==> src/inc/lss_pkg.sv <==
// Package with constants and types for the LED sink shift-latch block
package lss_pkg;
    // ************************************************************
    // Chain and buffer sizes
    // ************************************************************
    localparam int CHAIN_LEN = 32;
    localparam int FIFO_DEPTH = 16;
    localparam int FIFO_WIDTH = 32;

    // ************************************************************
    // Register byte offsets
    // ************************************************************
    localparam logic [7:0] OFS_CTRL = 8'h00;
    localparam logic [7:0] OFS_DATA = 8'h04;
    localparam logic [7:0] OFS_SHIFT = 8'h08;
    localparam logic [7:0] OFS_LATCH = 8'h0C;
    localparam logic [7:0] OFS_STATUS = 8'h10;

    // ************************************************************
    // Field positions, reset values and the last shift count
    // ************************************************************
    localparam int CTRL_SW_MODE_BIT = 0;
    localparam int STAT_EMPTY_BIT = 0;
    localparam int STAT_FULL_BIT = 1;
    localparam int STAT_BUSY_BIT = 2;
    localparam int STAT_LEVEL_LSB = 8;
    localparam logic [31:0] CTRL_RESET = 32'h0000_0000;
    localparam logic [31:0] CHAIN_RESET = 32'h0000_0000;
    localparam logic [4:0] LAST_BIT_CNT = 5'h1F;

    // ************************************************************
    // Software shifter states
    // ************************************************************
    typedef enum logic [1:0] {
        SH_IDLE = 2'b01,
        SH_SHIFT = 2'b10
    } lss_shift_e;
endpackage

==> src/rtl/lss_top.sv <==
// LED sink shift-latch chain with AHB-Lite registers and a word FIFO
//
// Local design decisions: the AHB-Lite slave port and the register offsets.
`timescale 1ns/1ps

// ****************************************************************
// Word FIFO
// ****************************************************************
module lss_fifo #(
    parameter int WIDTH = 32,
    parameter int DEPTH = 16
) (
    input wire logic clk,
    input wire logic reset_n,
    input wire logic in_valid,
    output logic in_ready,
    input wire logic [WIDTH-1:0] in_data,
    output logic out_valid,
    input wire logic out_ready,
    output logic [WIDTH-1:0] out_data,
    output logic [$clog2(DEPTH):0] level
);
    // Pointers carry a spare bit so that full and empty differ
    localparam int AW = $clog2(DEPTH);
    logic [WIDTH-1:0] mem_ff [DEPTH];
    logic [AW:0] wr_ptr_ff;
    logic [AW:0] rd_ptr_ff;
    logic push;
    logic pop;

    assign level = wr_ptr_ff - rd_ptr_ff;
    assign in_ready = (level != DEPTH[AW:0]);
    assign out_valid = (wr_ptr_ff != rd_ptr_ff);
    // Head word is shown without a read cycle of latency
    assign out_data = mem_ff[rd_ptr_ff[AW-1:0]];
    assign push = in_valid & in_ready;
    assign pop = out_valid & out_ready;

    always_ff @(posedge clk) begin
        if (push) begin
            mem_ff[wr_ptr_ff[AW-1:0]] <= in_data;
        end
    end

    always_ff @(posedge clk) begin
        if (!reset_n) begin
            wr_ptr_ff <= '0;
        end else if (push) begin
            wr_ptr_ff <= wr_ptr_ff + 1'b1;
        end
    end

    always_ff @(posedge clk) begin
        if (!reset_n) begin
            rd_ptr_ff <= '0;
        end else if (pop) begin
            rd_ptr_ff <= rd_ptr_ff + 1'b1;
        end
    end
endmodule

// Notes on behaviour
// RQ1: 32 stages, each shift flop plus latch
// RQ2: Shift only on rising shift clock edge; in software mode the chain shifts FIFO words and ignores the pin
// RQ3: Serial in enters stage 1, stages advance
// RQ4: Latch transparent while hold low, captures high
// RQ5: Hold high freezes outputs, shifting continues
// RQ6: Cascade output always shows stage 32
// RQ7: Longer chains: cascade feeds next data input
// RQ8: Set low forces all stages, latches one
// RQ9: Outputs open-drain inverted, sink on one
// RQ10: Disable high floats all sinks, cascade drives
// RQ11: Disable never touches chain or shifting
// RQ12: Set acts without clock, overrides shifting
module lss_top #(
    parameter int CHAIN = lss_pkg::CHAIN_LEN,
    parameter int DEPTH = lss_pkg::FIFO_DEPTH
) (
    input wire logic clk,
    input wire logic reset_n,
    input wire logic serial_in,
    input wire logic shift_clk,
    input wire logic latch_hold_n,
    input wire logic set_n,
    input wire logic out_disable,
    output logic [CHAIN-1:0] led_sink_outputs,
    output logic [CHAIN-1:0] led_sink_oe_n,
    output logic cascade_out,
    input wire logic hsel,
    input wire logic [31:0] haddr,
    input wire logic [1:0] htrans,
    input wire logic hwrite,
    input wire logic [2:0] hsize,
    input wire logic [31:0] hwdata,
    input wire logic hready,
    output logic hreadyout,
    output logic [31:0] hrdata,
    output logic hresp
);
    // Offsets compare against the word-aligned low address byte
    function automatic logic hit(input logic [7:0] a, input logic [7:0] ofs);
        hit = (a == ofs);
    endfunction

    logic [CHAIN-1:0] chain_ff;
    logic [CHAIN-1:0] nxt_chain;
    logic [CHAIN-1:0] latch_ff;
    logic [CHAIN-1:0] nxt_latch;
    logic [CHAIN-1:0] oe_n_ff;
    logic [CHAIN-1:0] sink_ff;
    logic shift_clk_prev_ff;
    logic pin_shift;
    logic sw_mode_ff;
    lss_pkg::lss_shift_e sh_state_ff;
    logic [31:0] sw_word_ff;
    logic [4:0] sw_cnt_ff;
    logic sw_shift;
    logic pend_ff;
    logic pend_write_ff;
    logic [7:0] pend_addr_ff;
    logic hreadyout_ff;
    logic [31:0] hrdata_ff;
    logic hresp_ff;
    logic addr_phase;
    logic fifo_in_valid;
    logic fifo_in_ready;
    logic fifo_out_valid;
    logic fifo_out_ready;
    logic [31:0] fifo_out_data;
    logic [$clog2(DEPTH):0] fifo_level;
    logic [31:0] rd_value;
    logic data_stall;

    // ************************************************************
    // Shift chain
    // ************************************************************
    // Pins are synchronous to clk, so the edge is found by comparison
    always_ff @(posedge clk) begin
        if (!reset_n) begin
            shift_clk_prev_ff <= 1'b0;
        end else begin
            shift_clk_prev_ff <= shift_clk;
        end
    end

    assign pin_shift = shift_clk & ~shift_clk_prev_ff & ~sw_mode_ff; // see RQ2
    assign sw_shift = (sh_state_ff == lss_pkg::SH_SHIFT);

    // Software shifts win, so pin edges in software mode are lost
    always_comb begin
        nxt_chain = chain_ff;
        if (sw_shift) begin
            nxt_chain = {chain_ff[CHAIN-2:0], sw_word_ff[31]};
        end else if (pin_shift) begin
            nxt_chain = {chain_ff[CHAIN-2:0], serial_in}; // see RQ3
        end
    end

    // Hold low makes the latch follow the chain in the same cycle
    always_comb begin
        nxt_latch = latch_ff; // see RQ5
        if (!latch_hold_n) begin
            nxt_latch = nxt_chain; // see RQ4
        end
    end

    // Set is an asynchronous preset to a constant; it outranks reset
    always_ff @(posedge clk or negedge set_n) begin
        if (!set_n) begin
            chain_ff <= '1; // see RQ8 see RQ12
        end else if (!reset_n) begin
            chain_ff <= lss_pkg::CHAIN_RESET[CHAIN-1:0];
        end else begin
            chain_ff <= nxt_chain; // see RQ1
        end
    end

    always_ff @(posedge clk or negedge set_n) begin
        if (!set_n) begin
            latch_ff <= '1; // see RQ8 see RQ12
        end else if (!reset_n) begin
            latch_ff <= lss_pkg::CHAIN_RESET[CHAIN-1:0];
        end else begin
            latch_ff <= nxt_latch; // see RQ1
        end
    end

    // ************************************************************
    // Sink pins
    // ************************************************************
    // Enables trail the latch by one cycle so the pins come from flops
    always_ff @(posedge clk) begin
        if (!reset_n) begin
            oe_n_ff <= '1;
        end else begin
            oe_n_ff <= ~(latch_ff & {CHAIN{~out_disable}}); // see RQ9 see RQ10
        end
    end

    // Open-drain pins only ever pull low; the enable carries the data
    always_ff @(posedge clk) begin
        sink_ff <= '0; // see RQ9
    end

    assign led_sink_outputs = sink_ff;
    assign led_sink_oe_n = oe_n_ff;
    // Stage 32 is a flop, driven even while sinks float
    assign cascade_out = chain_ff[CHAIN-1]; // see RQ6 see RQ7 see RQ11

    // ************************************************************
    // Software shifter fed from the FIFO
    // ************************************************************
    assign fifo_out_ready = sw_mode_ff & (sh_state_ff == lss_pkg::SH_IDLE);

    always_ff @(posedge clk) begin
        if (!reset_n) begin
            sh_state_ff <= lss_pkg::SH_IDLE;
        end else begin
            case (sh_state_ff)
                lss_pkg::SH_IDLE: begin
                    if (fifo_out_valid & fifo_out_ready) begin
                        sh_state_ff <= lss_pkg::SH_SHIFT;
                    end
                end
                lss_pkg::SH_SHIFT: begin
                    if (sw_cnt_ff == lss_pkg::LAST_BIT_CNT) begin
                        sh_state_ff <= lss_pkg::SH_IDLE;
                    end
                end
                default: begin
                    sh_state_ff <= lss_pkg::SH_IDLE;
                end
            endcase
        end
    end

    // Word goes out MSB first, so bit 31 ends in stage 32
    always_ff @(posedge clk) begin
        if (!reset_n) begin
            sw_word_ff <= '0;
            sw_cnt_ff <= '0;
        end else if (fifo_out_valid & fifo_out_ready) begin
            sw_word_ff <= fifo_out_data;
            sw_cnt_ff <= '0;
        end else if (sw_shift) begin
            sw_word_ff <= {sw_word_ff[30:0], 1'b0};
            sw_cnt_ff <= sw_cnt_ff + 1'b1;
        end
    end

    lss_fifo #(
        .WIDTH(lss_pkg::FIFO_WIDTH),
        .DEPTH(DEPTH)
    ) u_lss_fifo (
        .clk(clk),
        .reset_n(reset_n),
        .in_valid(fifo_in_valid),
        .in_ready(fifo_in_ready),
        .in_data(hwdata),
        .out_valid(fifo_out_valid),
        .out_ready(fifo_out_ready),
        .out_data(fifo_out_data),
        .level(fifo_level)
    );

    // ************************************************************
    // AHB-Lite slave
    // ************************************************************
    assign addr_phase = hsel & htrans[1] & hready;
    assign fifo_in_valid = pend_ff & pend_write_ff
        & hit(pend_addr_ff, lss_pkg::OFS_DATA);
    // A full FIFO holds the data phase with wait states
    assign data_stall = fifo_in_valid & ~fifo_in_ready;

    // Decode uses the address registered in the address phase
    always_comb begin
        rd_value = '0;
        case (pend_addr_ff)
            lss_pkg::OFS_CTRL:
                rd_value[lss_pkg::CTRL_SW_MODE_BIT] = sw_mode_ff;
            lss_pkg::OFS_SHIFT: rd_value = 32'(chain_ff);
            lss_pkg::OFS_LATCH: rd_value = 32'(latch_ff);
            lss_pkg::OFS_STATUS: begin
                rd_value[lss_pkg::STAT_EMPTY_BIT] = ~fifo_out_valid;
                rd_value[lss_pkg::STAT_FULL_BIT] = ~fifo_in_ready;
                rd_value[lss_pkg::STAT_BUSY_BIT] = sw_shift;
                rd_value[lss_pkg::STAT_LEVEL_LSB +: 8] = 8'(fifo_level);
            end
            default: rd_value = '0;
        endcase
    end

    always_ff @(posedge clk) begin
        if (!reset_n) begin
            pend_ff <= 1'b0;
            pend_write_ff <= 1'b0;
            pend_addr_ff <= '0;
        end else if (addr_phase) begin
            pend_ff <= 1'b1;
            pend_write_ff <= hwrite;
            pend_addr_ff <= {haddr[7:2], 2'b00};
        end else if (pend_ff & ~data_stall) begin
            pend_ff <= 1'b0;
        end
    end

    // Every transfer takes one wait state, the decode cycle; a data write to a full FIFO takes more
    always_ff @(posedge clk) begin
        if (!reset_n) begin
            hreadyout_ff <= 1'b1;
        end else if (addr_phase) begin
            hreadyout_ff <= 1'b0;
        end else if (pend_ff & ~data_stall) begin
            hreadyout_ff <= 1'b1;
        end
    end

    always_ff @(posedge clk) begin
        if (!reset_n) begin
            hrdata_ff <= '0;
        end else if (pend_ff & ~pend_write_ff) begin
            hrdata_ff <= rd_value;
        end
    end

    // A word already being shifted finishes even if the mode is cleared
    always_ff @(posedge clk) begin
        if (!reset_n) begin
            sw_mode_ff <= lss_pkg::CTRL_RESET[lss_pkg::CTRL_SW_MODE_BIT];
        end else if (pend_ff & pend_write_ff
                     & hit(pend_addr_ff, lss_pkg::OFS_CTRL)) begin
            sw_mode_ff <= hwdata[lss_pkg::CTRL_SW_MODE_BIT];
        end
    end

    // No access can fail, so every response is OKAY
    always_ff @(posedge clk) begin
        hresp_ff <= 1'b0;
    end

    assign hreadyout = hreadyout_ff;
    assign hrdata = hrdata_ff;
    assign hresp = hresp_ff;
endmodule

==> config.mk <==
export PLATFORM = sky130hd
export DESIGN_NAME = lss_top
export DESIGN_NICKNAME = d
export VERILOG_FILES = /design/src/inc/lss_pkg.sv /design/src/rtl/lss_top.sv
export SDC_FILE = /design/constraint.sdc
export NUM_CORES = 1
export LEC_CHECK = 0
export ABC_AREA = 1
export BUFFER_PORTS_ARGS = -buffer_cell sky130_fd_sc_hd__buf_2
export CORE_AREA = 2 2 313 377
export DETAILED_ROUTE_END_ITERATION = 6
export DIE_AREA = 0 0 315 379
export HOLD_SLACK_MARGIN = 0.06
export PLACE_DENSITY = 0.45
export SLEW_MARGIN = 20
export SYNTH_ARGS = -nofsm -noshare
export SYNTH_HDL_FRONTEND = slang
export SYNTH_SLANG_ARGS = --single-unit
export TNS_END_PERCENT = 20
==> constraint.sdc <==
create_clock -name clk -period 4.39 [get_ports clk]
set_clock_uncertainty 0.2 [all_clocks]
set_input_delay 0 -clock clk [delete_from_list [all_inputs] [get_ports clk]]
set_output_delay 0 -clock clk [all_outputs]
set_load 0.02 [all_outputs]
==> out/metrics.yaml, run 1 <==
yosys:
  synth_async_sr_flop_share: 0.0909
  ys_ff_latch: 704
  synth_area_mm2: 0.0287
  synth_sequential_area_ratio: 0.684
  syn_area_per_cell_um2: 10.7
  ys_warn_count: 0
  syn_inst: 2688
  synth_ff_type: "edfxtp_1"
  synthDistinctLibCells: 42
  synth-edff-count: 512
floorplan:
  rows: 137
  core_mm2: 0.116
  chipHeight_um: 379
  io_pins: 178
  fp.dieW_um: 315
  die_area_mm2: 0.119
  initial_core_util: 0.248
finish:
  finalInstanceArea_mm2: 0.0341
  diodes: 0
  drive_gt1_frac: 0.127
  area_growth_pct: 19.0
  nets: 2938
  fillers: 12000
global_routing:
  grtUsageMet1: 0.179
  busiest_layer: "met2"
  grt_pass1_vias: 18900
  grt_usage: 0.135
  grt_remaining_overflow: 0
  use_met2: 0.226
  grt_max_degree: 204
  grt_first_pass_wirelength_um: 122000
  gr-usage-met3: 0.0208
  antenna_found_initial: 0
cts:
  cts_root_buf: "clkbuf_16"
  clk_pin_slew_ns: 0.06
  ctsResizeCount: 0
  clock_path_buffers: 3
  htree_levels: 3
  cts_sinks: 704
  clk_latency_ns: 0.64
  post_cts_buffers: 0
  cts_tree: "done"
  cts_made_buffers: 82
worst_setup_path:
  slowest_delay_ns: 0.61
  critPathLaunch: "u_lss_fifo.wr_ptr_ff[0]"
  r2r_start: "u_lss_fifo.wr_ptr_ff[0]"
  cp-start-kind: "flip-flop"
  slowest_stage: "nor2_4"
  path_class: "reg -> reg"
  crit_top_cell: "nand2_1"
  rr_worst_depth: 14
  path_cells: "inv_1 -> ha_1 -> inv_1 -> fa_1 -> nand2_1 -> nand2_1 -> nand2_1 -> nand2_1 -> nand2_1 -> nor2_2 -> a21boi_2 -> nand2_1 -> nor2_4 -> buf_12"
  worstPathArrival_ns: 3.67
  worst_setup_path_end_kind: "flip-flop"
  r2r_slack_ns: 0.84
  path_max_fanout: 20
  critPathCapture: "u_lss_fifo.mem_ff[0][11]"
  required_ns: 4.51
  reg2reg_to: "u_lss_fifo.mem_ff[0][11]"
placed_design:
  place_ws_ns: 0.839
  dp.final_hpwl_um: 47500
  place_congestion: 0.734
  dpl_cell_area_mm2: 0.0309
  io_buffer_count: 114
timing:
  setup_violations: 0
  drv_slew: 0
  worstMarginPinSlew_ns: 1.20
  rsz0062_at_grt: "no"
  hold_viol_final: 0
  slew_headroom: 0.202
  tns_ns: 0
  timing.final.crit_share: 0.809
  max_freq_mhz: 282
  layout_setup_ws_ns: 0.838
  finalCriticalPeriod_ns: 3.55
route:
  via_per_inst: 4.35
  antenna_left: 0
  routed_wl_um: 81100
  drcViolationCount: 0
  vias: 19300
  drtIter0Drc: 1362
  routedWlPerCell_um: 18.3
  firstDrtPassIters: 5
pwr:
  p_per_area_mw_per_mm2: 415
  peakVddDrop_uv: 247
  p_leak_uw: 0.0121
run_status:
  outcome: "finished, final reports clean"
job:
  cap_violations: 0
hold_path:
  hold_path.class: "in -> reg"
==> routing by layer <==
layer	part of all wire	wire length [um]
met1	0.45	36600
met2	0.48	39200
met3	0.043	3460
met4	0.023	1840
met5	0	0
==> flip-flops by register name, indices dropped and copies added, names as in the netlist, named ones only <==
register / flops
sw_mode_ff: 1
hreadyout: 1
sh_state_ff: 2
u_lss_fifo.mem_ff: 512
u_lss_fifo.wr_ptr_ff: 5
led_sink_oe_n: 32
pend_ff: 1
u_lss_fifo.rd_ptr_ff: 5
sw_word_ff: 32
shift_clk_prev_ff: 1
pend_addr_ff: 6
pend_write_ff: 1
hrdata: 32
chain_ff: 32
sw_cnt_ff: 5
latch_ff: 32
==> cell families after synthesis <==
group	share of synthesized area
and+or+nand+nor	0.158
DFF	0.684
AOI/OAI and AO/OA	0.0878
buffers and inverters	0.0619
adders and majority gates	0.00550
xor gates and xnor gates	0.00214
other	0.000131
muxes	0.000393
==> cells in the final DEF, fill, tap and decap left out, types with 2 or more instances in the layout <==
master	synthesis	layout
clkbuf_8	0	6
inv_2	3	2
nor2_4	0	16
clkinv_1	2	16
nor2_2	1	3
nor4_1	2	2
nand3_1	222	222
nor2_1	460	442
o21ai_1	28	28
dfxtp_1	128	124
o22ai_1	3	3
or2_2	2	2
bufinv_16	0	3
o221ai_1	21	21
ha_1	11	11
xor2_1	5	5
a21oi_1	91	91
dlygate4sd3_1	0	72
clkbuf_4	0	3
clkinv_2	0	10
buf_12	2	12
inv_6	1	5
nor3_1	5	5
clkbuf_1	66	22
edfxtp_1	512	512
xnor2_1	2	2
dfstp_2	64	64
dfxtp_4	0	3
buf_4	50	34
o211ai_1	54	54
nand4_1	3	3
inv_1	190	190
nand2_1	418	418
clkbuf_16	0	82
buf_2	47	114
o21ai_0	259	259
conb_1	1	33
==> critical path: cells and delay by family, from the launching register on <==
kind / cells / cell delay [ns]
simple gates: 8 / 1.34
compound gates: 1 / 0.33
buf+inv: 3 / 0.45
fa+ha+maj: 2 / 0.56
flops: 1 / 0.35
==> per-stage QoR <==
step | utilization | total power (uW) | hold slack [ns] | instances
3_5_place_dp | 0.267 | 7740 | 0.0472 | 4220
3_3_place_gp | 0.267 | 7740 | 0.0445 | 4220
4_1_cts | 0.295 | 14400 | 0.0763 | 4441
2_1_floorplan | - | 7560 | -0.348 | 2720
5_1_grt | 0.295 | 14700 | 0.0979 | 4441
6_report | 0.295 | 14200 | 0.122 | 4441
==> worst min-delay path by stage <==
stage,to,cells past startpoint,slack [ns],from
3_3_place_gp,latch_ff[0],2,0.04,latch_hold_n
4_1_cts,u_lss_fifo.mem_ff[8][24],2,0.08,hwdata[24]
6_report,u_lss_fifo.mem_ff[12][24],2,0.12,hwdata[24]
2_1_floorplan,chain_ff[0],0,-0.35,set_n
5_1_grt,u_lss_fifo.mem_ff[13][24],2,0.1,hwdata[24]
3_5_place_dp,latch_ff[0],2,0.05,latch_hold_n
==> where the power goes <==
group	total (uW)	leakage (uW)	internal, uW	switching, uW
clock network	6510	0.00124	3750	2750
logic	402	0.00451	109	292
registers	7250	0.00630	7220	31.8
total	14200	0.0121	11100	3080
==> synthesized netlist by cell type (2+ instances only) <==
| cell | count | area [um2] |
|---|---|---|
| edfxtp_1 | 512 | 15400 |
| nor2_1 | 460 | 1730 |
| nand2_1 | 418 | 1570 |
| o21ai_0 | 259 | 1300 |
| nand3_1 | 222 | 1110 |
| inv_1 | 190 | 713 |
| dfxtp_1 | 128 | 2560 |
| a21oi_1 | 91 | 455 |
| clkbuf_1 | 66 | 248 |
| dfstp_2 | 64 | 1680 |
| o211ai_1 | 54 | 405 |
| buf_4 | 50 | 375 |
| buf_2 | 47 | 235 |
| o21ai_1 | 28 | 140 |
| o221ai_1 | 21 | 184 |
| buf_1 | 18 | 67.6 |
| ha_1 | 11 | 138 |
| buf_6 | 6 | 67.6 |
| nor3_1 | 5 | 25.0 |
| xor2_1 | 5 | 43.8 |
| inv_2 | 3 | 11.3 |
| nand4_1 | 3 | 18.8 |
| o22ai_1 | 3 | 18.8 |
| buf_12 | 2 | 40.0 |
| clkinv_1 | 2 | 7.51 |
| nor4_1 | 2 | 12.5 |
| or2_2 | 2 | 12.5 |
| xnor2_1 | 2 | 17.5 |
==> cell type report <==
class,count,area [um2],share of cell area
Sequential cell,704,19600,0.575
Multi-Input combinational cell,1631,7530,0.221
Clock buffer,113,2240,0.0656
Tap cell,1529,1910,0.0560
Timing Repair Buffer,232,1790,0.0523
Inverter,196,748,0.0219
Clock inverter,36,287,0.00839
==> timing repair <==
action	4_1_cts	5_1_grt
hold buffers	72	0
endpoints found under the hold margin	740	0
setup endpoints to repair	0	0
Note: power is estimated with default switching activity, not from simulation.
==> inputs of run 2 (changes only) <==
Settings changed: PLACE_DENSITY 0.45 to 0.47.
Clock period 4.39 ns to 3.1 ns, I/O delays scaled along.
==> out/metrics.yaml, run 2 (synthesis gave the netlist of run 1 again) <==
finish:
  drive_gt1_frac: 0.135  # +0.00736
  nets: 2964  # +0.88%
  largest_reg_flops: 512  # unchanged
  area_growth_pct: 20.3
  ff_latch_area_mm2: 0.0196  # unchanged
  fillers: 11900  # -0.88%
  multi_input_area_mm2: 0.00753  # unchanged
  diodes: 0  # unchanged
  fin_cells: 4460  # +0.43%
  layout_common_cells: "edfxtp_1 (512), nor2_1 (442), nand2_1 (418)"
  layout_commonest_cell: "edfxtp_1"
cts:
  cts_sinks: 704  # unchanged
  post_cts_buffers: 0  # unchanged
  cts_made_buffers: 76  # -7.3%
  clk_latency_ns: 0.64  # about the same
  clk_pin_slew_ns: 0.06  # about the same
  cts_tree: "done"
  cts.hold.buffers_added: 71  # -1.4%
  ctsResizeCount: 0  # unchanged
  clock_path_buffers: 3  # unchanged
  cts_root_buf: "clkbuf_16"
  htree_levels: 3  # unchanged
timing:
  worstMarginPinSlew_ns: 0.925  # -0.271 ns
  timing.final.crit_share: 0.888  # +0.0794
  rsz0062_at_grt: "no"
  max_freq_mhz: 363  # +29%
  finalCriticalPeriod_ns: 2.75  # -0.797 ns
  hold_viol_final: 0  # unchanged
  setup_violations: 0  # unchanged
  slew_headroom: 0.383  # +0.182
  drv_slew: 0  # unchanged
  tns_ns: 0  # unchanged
worst_setup_path:
  critPathLaunch: "u_lss_fifo.wr_ptr_ff[0]"
  path_max_fanout: 11  # -45%
  cp-start-kind: "flip-flop"
  r2r_slack_ns: 0.35  # -0.49 ns
  worst_setup_path_end_kind: "flip-flop"
  r2r_start: "u_lss_fifo.wr_ptr_ff[0]"
  path_class: "reg -> reg"
  required_ns: 3.22  # -1.29 ns
  worstPathArrival_ns: 2.88  # -0.79 ns
global_routing:
  grt_remaining_overflow: 0  # unchanged
  grt_usage: 0.127  # -0.00783
  grt_max_degree: 144  # -29%
  grt_pass1_vias: 19100  # +1.2%
  antenna_found_initial: 0  # unchanged
  grt_first_pass_wirelength_um: 118000  # -3.3%
pwr:
  power_frac_seq: 0.515  # +0.003
  pwr-share-comb: 0.029  # about the same
  p_int_uw: 15600  # +41%
  pwr-share-clk: 0.456  # -0.004
  p_leak_uw: 0.0122  # +1.4%
  p_per_area_mw_per_mm2: 577  # +39%
  swShare: 0.217  # -0.000249
  peakVddDrop_uv: 355  # +44%
  power_switching_uw: 4330  # +41%
floorplan:
  chipHeight_um: 379  # unchanged
  rows: 137  # unchanged
  initial_core_util: 0.248  # unchanged
  core_mm2: 0.116  # unchanged
  die_area_mm2: 0.119  # unchanged
  io_pins: 178  # unchanged
  fp.dieW_um: 315  # unchanged
route:
  drtIter0Drc: 1308  # -4.0%
  routed_wl_um: 76200  # -6.0%
  via_per_inst: 4.31  # -0.93%
  vias: 19200  # -0.50%
  antenna_left: 0  # unchanged
  drcViolationCount: 0  # unchanged
  routedWlPerCell_um: 17.1  # -6.4%
  firstDrtPassIters: 5  # unchanged
job:
  cap_violations: 0  # unchanged
run_status:
  outcome: "finished, final reports clean"
placed_design:
  dp.final_hpwl_um: 47100  # -0.72%
  place_congestion: 0.769  # +4.8%
  io_buffer_count: 114  # unchanged
  placed_cells: 4253  # +0.78%
hold_path:
  min_from: "hwdata[19]"
  hold_path.class: "in -> reg"
run 2: final cells by class:
class | count | share of cell area
Inverter | 196 | 0.0216
Tap cell | 1529 | 0.0554
Sequential cell | 704 | 0.569
Clock buffer | 102 | 0.0594
Multi-Input combinational cell | 1631 | 0.218
Clock inverter | 34 | 0.0123
Timing Repair Buffer | 264 | 0.0641
run 2: final timing paths:
path,depth (start not counted),to
setup / recovery,16,u_lss_fifo.mem_ff[14][28]
hold / removal,2,u_lss_fifo.mem_ff[9][19]
max in group asynchronous,3,latch_ff[28]
min in group asynchronous,3,latch_ff[16]
setup reg to reg,16,u_lss_fifo.mem_ff[14][28]
hold reg to reg,1,led_sink_oe_n[28]
run 2: stage by stage:
step / power, uW / hold slack, ns / instance area (um2) / setup slack [ns] / utilization
2_1_floorplan: 10700 / -0.348 / 28800 / -0.0867 / -
3_5_place_dp: 11000 / 0.0214 / 31300 / 0.326 / 0.271
3_3_place_gp: 11000 / 0.00902 / 31300 / 0.284 / 0.271
6_report: 19900 / 0.130 / 34500 / 0.346 / 0.298
5_1_grt: 20600 / 0.143 / 34500 / 0.132 / 0.298
4_1_cts: 20200 / 0.103 / 34500 / 0.323 / 0.298
run 2: power groups by stage:
stage | logic [uW] | registers [uW] | clock network [uW]
4_1_cts | 580 | 10300 | 9370
6_report | 569 | 10300 | 9090
2_1_floorplan | 237 | 10500 | 0
5_1_grt | 638 | 10300 | 9730
3_5_place_dp | 507 | 10500 | 0
3_3_place_gp | 502 | 10500 | 0
run 2: worst max-delay path, cell delays in order (launching register included):
cell and delay, ns:
dfxtp_1 0.31, inv_1 0.07, ha_1 0.13, inv_1 0.06, fa_1 0.40, nand2_1 0.08, nand2_1 0.06, nand2_1 0.06
nand2_1 0.05, nand2_1 0.08, nor2_2 0.05, a21boi_2 0.13, buf_4 0.16, nand2_1 0.07, buf_4 0.18, nor2_4 0.13
buf_4 0.25
run 2: routing by layer:
metal / up-vias / global-route usage / wire length [um]
met5: - / 0 / 0
met4: 0 / 0.0304 / 1330
met3: 94 / 0.0199 / 3400
met2: 395 / 0.211 / 36100
met1: 9277 / 0.173 / 35400
li1: 9462 / - / -
==> inputs of run 3 (changes only) <==
Settings changed: ABC_AREA 1 to default, CORE_AREA 2 2 313 377 to 2 2 305 367, DIE_AREA 0 0 315 379 to 0 0 307 369.
==> out/metrics.yaml, run 3 <==
yosys:
  ys_ff_latch: 704  # unchanged
  ys_top_cells_by_count: "edfxtp_1 (512), nor2_1 (151), dfxtp_1 (128), mux4_2 (125), nand2_1 (98)"
  yosysTopAreaCell: "edfxtp_1"
  synth_async_sr_flop_share: 0.0909  # unchanged
  syn_inst: 1548  # -42%
  synth_top_family_by_area: "multiplexers"
  synthDistinctLibCells: 53  # +26%
  synth-adder-area-share: 0.00579  # +0.000295
  synthXorXnorAreaFrac: 0.00386  # +0.00172
  yosysMostFrequentCell: "edfxtp_1"
  ys_warn_count: 0  # unchanged
  synth-edff-count: 512  # unchanged
  synthTopCellsByArea: "edfxtp_1 (56%), mux4_2 (10%), dfxtp_1 (9.4%)"
  synth_sequential_area_ratio: 0.721  # +0.0367
  syn_area_per_cell_um2: 17.6  # +65%
  synthSimpleGateAreaFrac: 0.0512  # -0.107
  synth_ff_type: "edfxtp_1"
  synth_top_area_share: 0.565  # +0.0287
  synth_area_mm2: 0.0272  # -5.1%
  synthMuxAreaShare: 0.152  # +0.152
  synth_compound_area_frac: 0.0376  # -0.0502
finish:
  fillers: 10700  # -9.7%
  multi_input_area_mm2: 0.00701  # -7.0%
  nets: 1870  # -37%
  largest_reg_flops: 512  # unchanged
  drive_gt1_frac: 0.276  # +0.141
  area_growth_pct: 20.9
  postLayoutCoreUtil: 0.301  # +0.00224
  ff_latch_area_mm2: 0.0196  # about the same
  layout_common_cells: "edfxtp_1 (512), nor2_1 (147), mux4_2 (125)"
  fin_cells: 3253  # -27%
  layout_commonest_cell: "edfxtp_1"
  diodes: 0  # unchanged
floorplan:
  initial_core_util: 0.249  # +0.000729
  io_pins: 178  # unchanged
  fp.dieW_um: 307  # -2.5%
  die_area_mm2: 0.113  # -5.1%
  core_mm2: 0.109  # -5.4%
  chipHeight_um: 369  # -2.6%
  rows: 133  # -2.9%
cts:
  cts_root_buf: "clkbuf_16"
  post_cts_buffers: 0  # unchanged
  clock_path_buffers: 3  # unchanged
  htree_levels: 3  # unchanged
  clk_pin_slew_ns: 0.06  # about the same
  clk_latency_ns: 0.62  # -0.02 ns
  cts_made_buffers: 75  # -1.3%
  cts_tree: "done"
  cts_sinks: 704  # unchanged
worst_setup_path:
  path_max_fanout: 23  # +12
  worst_setup_path_end_kind: "flip-flop"
  reg2reg_to: "u_lss_fifo.mem_ff[13][23]"
  required_ns: 3.26  # +0.04 ns
  critPathCapture: "u_lss_fifo.mem_ff[13][23]"
  worstPathArrival_ns: 3.09  # +0.21 ns
  r2r_slack_ns: 0.17  # -0.18 ns
  cp-start-kind: "flip-flop"
  path_class: "reg -> reg"
  rr_worst_depth: 10  # -6
  r2r_start: "u_lss_fifo.wr_ptr_ff[0]"
  critPathLaunch: "u_lss_fifo.wr_ptr_ff[0]"
global_routing:
  grt_usage: 0.107  # -0.0201
  grt_remaining_overflow: 0  # unchanged
  antenna_found_initial: 1  # +1
  grt_max_degree: 66  # -54%
  grt_pass1_vias: 14700  # -23%
  grt_first_pass_wirelength_um: 92600  # -22%
timing:
  finalCriticalPeriod_ns: 2.93  # +0.175 ns
  timing.final.crit_share: 0.945  # +0.0565
  max_freq_mhz: 341  # -6.0%
  drv_slew: 0  # unchanged
  slew_headroom: 0.361  # -0.0225
  hold_viol_final: 0  # unchanged
  tns_ns: 0  # unchanged
  setup_violations: 0  # unchanged
  whs_ns: 0.107  # -0.0229 ns
  worstMarginPinSlew_ns: 0.959  # +0.0338 ns
  rsz0062_at_grt: "no"
route:
  routed_wl_um: 61000  # -20%
  drcViolationCount: 0  # unchanged
  drtIter0Drc: 1012  # -23%
  via_per_inst: 4.35  # +0.95%
  antenna_left: 0  # unchanged
  routedWlPerCell_um: 18.7  # +9.7%
  vias: 14200  # -26%
  firstDrtPassIters: 5  # unchanged
hold_path:
  hold_path.class: "in -> async"
pwr:
  power_uw: 19300  # -3.1%
  p_leak_uw: 0.0107  # -12%
  p_per_area_mw_per_mm2: 586  # +1.6%
  peakVddDrop_uv: 332  # -6.5%
run_status:
  outcome: "finished, final reports clean"
job:
  cap_violations: 0  # unchanged
placed_design:
  dp.final_hpwl_um: 40000  # -15%
  io_buffer_count: 114  # unchanged
  placed_cells: 3046  # -28%
  place_congestion: 0.743  # -3.5%
==> run 3: cell types whose count changed after synthesis, sizes merged, moves of 27 or more <==
cell | before | now
mux2i | 0 | 37
buf | 123 | 71
mux4 | 0 | 160
o211ai | 54 | 1
nand2 | 419 | 98
a221oi | 0 | 27
o21ai | 287 | 7
inv | 194 | 10
nand3 | 222 | 4
nor2 | 461 | 152
a22oi | 0 | 35
==> run 3: cells by family (layout without fill, tap and decap cells) <==
| family | Yosys count | after routing |
|---|---|---|
| AOI/OAI and AO/OA | 159 | 159 |
| xor gates and xnor gates | 12 | 12 |
| adders and majority gates | 12 | 12 |
| buffers and inverters | 136 | 392 |
| DFF | 704 | 704 |
| muxes | 200 | 200 |
| other | 1 | 33 |
| and+or+nand+nor | 324 | 324 |
==> run 3: per-stage QoR <==
stage / worst slack, ns / instance area, um2
2_1_floorplan: -0.240 / 27300
4_1_cts: 0.115 / 32900
3_3_place_gp: 0.136 / 29700
5_1_grt: 0.0284 / 32900
3_5_place_dp: 0.130 / 29800
6_report: 0.170 / 32900
==> run 3: report_power, final <==
group          internal [uW]  switching, uW
Sequential             10100           14.6
Combinational            129            312
Clock                   5120           3610
==> run 3: worst max-delay path, cell delays in order, from the launching register on <==
cell and delay [ns]:
dfxtp_1 0.31, inv_1 0.10, ha_1 0.17, inv_1 0.06, fa_1 0.41, a21o_1 0.17
a21oi_1 0.17, xnor2_1 0.13, o31a_4 0.46, and3_2 0.28, buf_12 0.17
==> run 3: worst min path at each step <==
stage                     startpoint                   endpoint  slack, ns  cells past startpoint
final                          set_n               latch_ff[31]       0.11                      2
after global routing      hwdata[14]  u_lss_fifo.mem_ff[11][14]       0.14                      2
after CTS                      set_n               chain_ff[29]       0.09                      2
after detailed placement   shift_clk          shift_clk_prev_ff       0.04                      2
after global placement     shift_clk          shift_clk_prev_ff       0.02                      2
after floorplan                set_n                chain_ff[0]      -0.35                      0
==> run 3: metal layers <==
layer  track usage  part of all wire
met1         0.151              0.47
met2         0.166              0.45
met3        0.0230             0.056
met4        0.0295             0.017
met5             0           0.00021
==> run 3: cell type report <==
class / count / share of cell area
tap: 1417 / 0.0539
clock inverter: 37 / 0.0106
timing repair buffer: 247 / 0.0621
sequential: 704 / 0.597
inverter: 11 / 0.00133
clock buffer: 97 / 0.0627
multi-input combinational: 740 / 0.213
==> run 3: repair_timing <==
item / in CTS / in global routing
hold buffers: 73 / 0
gates resized for setup: 0 / 2
setup endpoints to repair: 0 / 514
endpoints found under the hold margin: 627 / 0
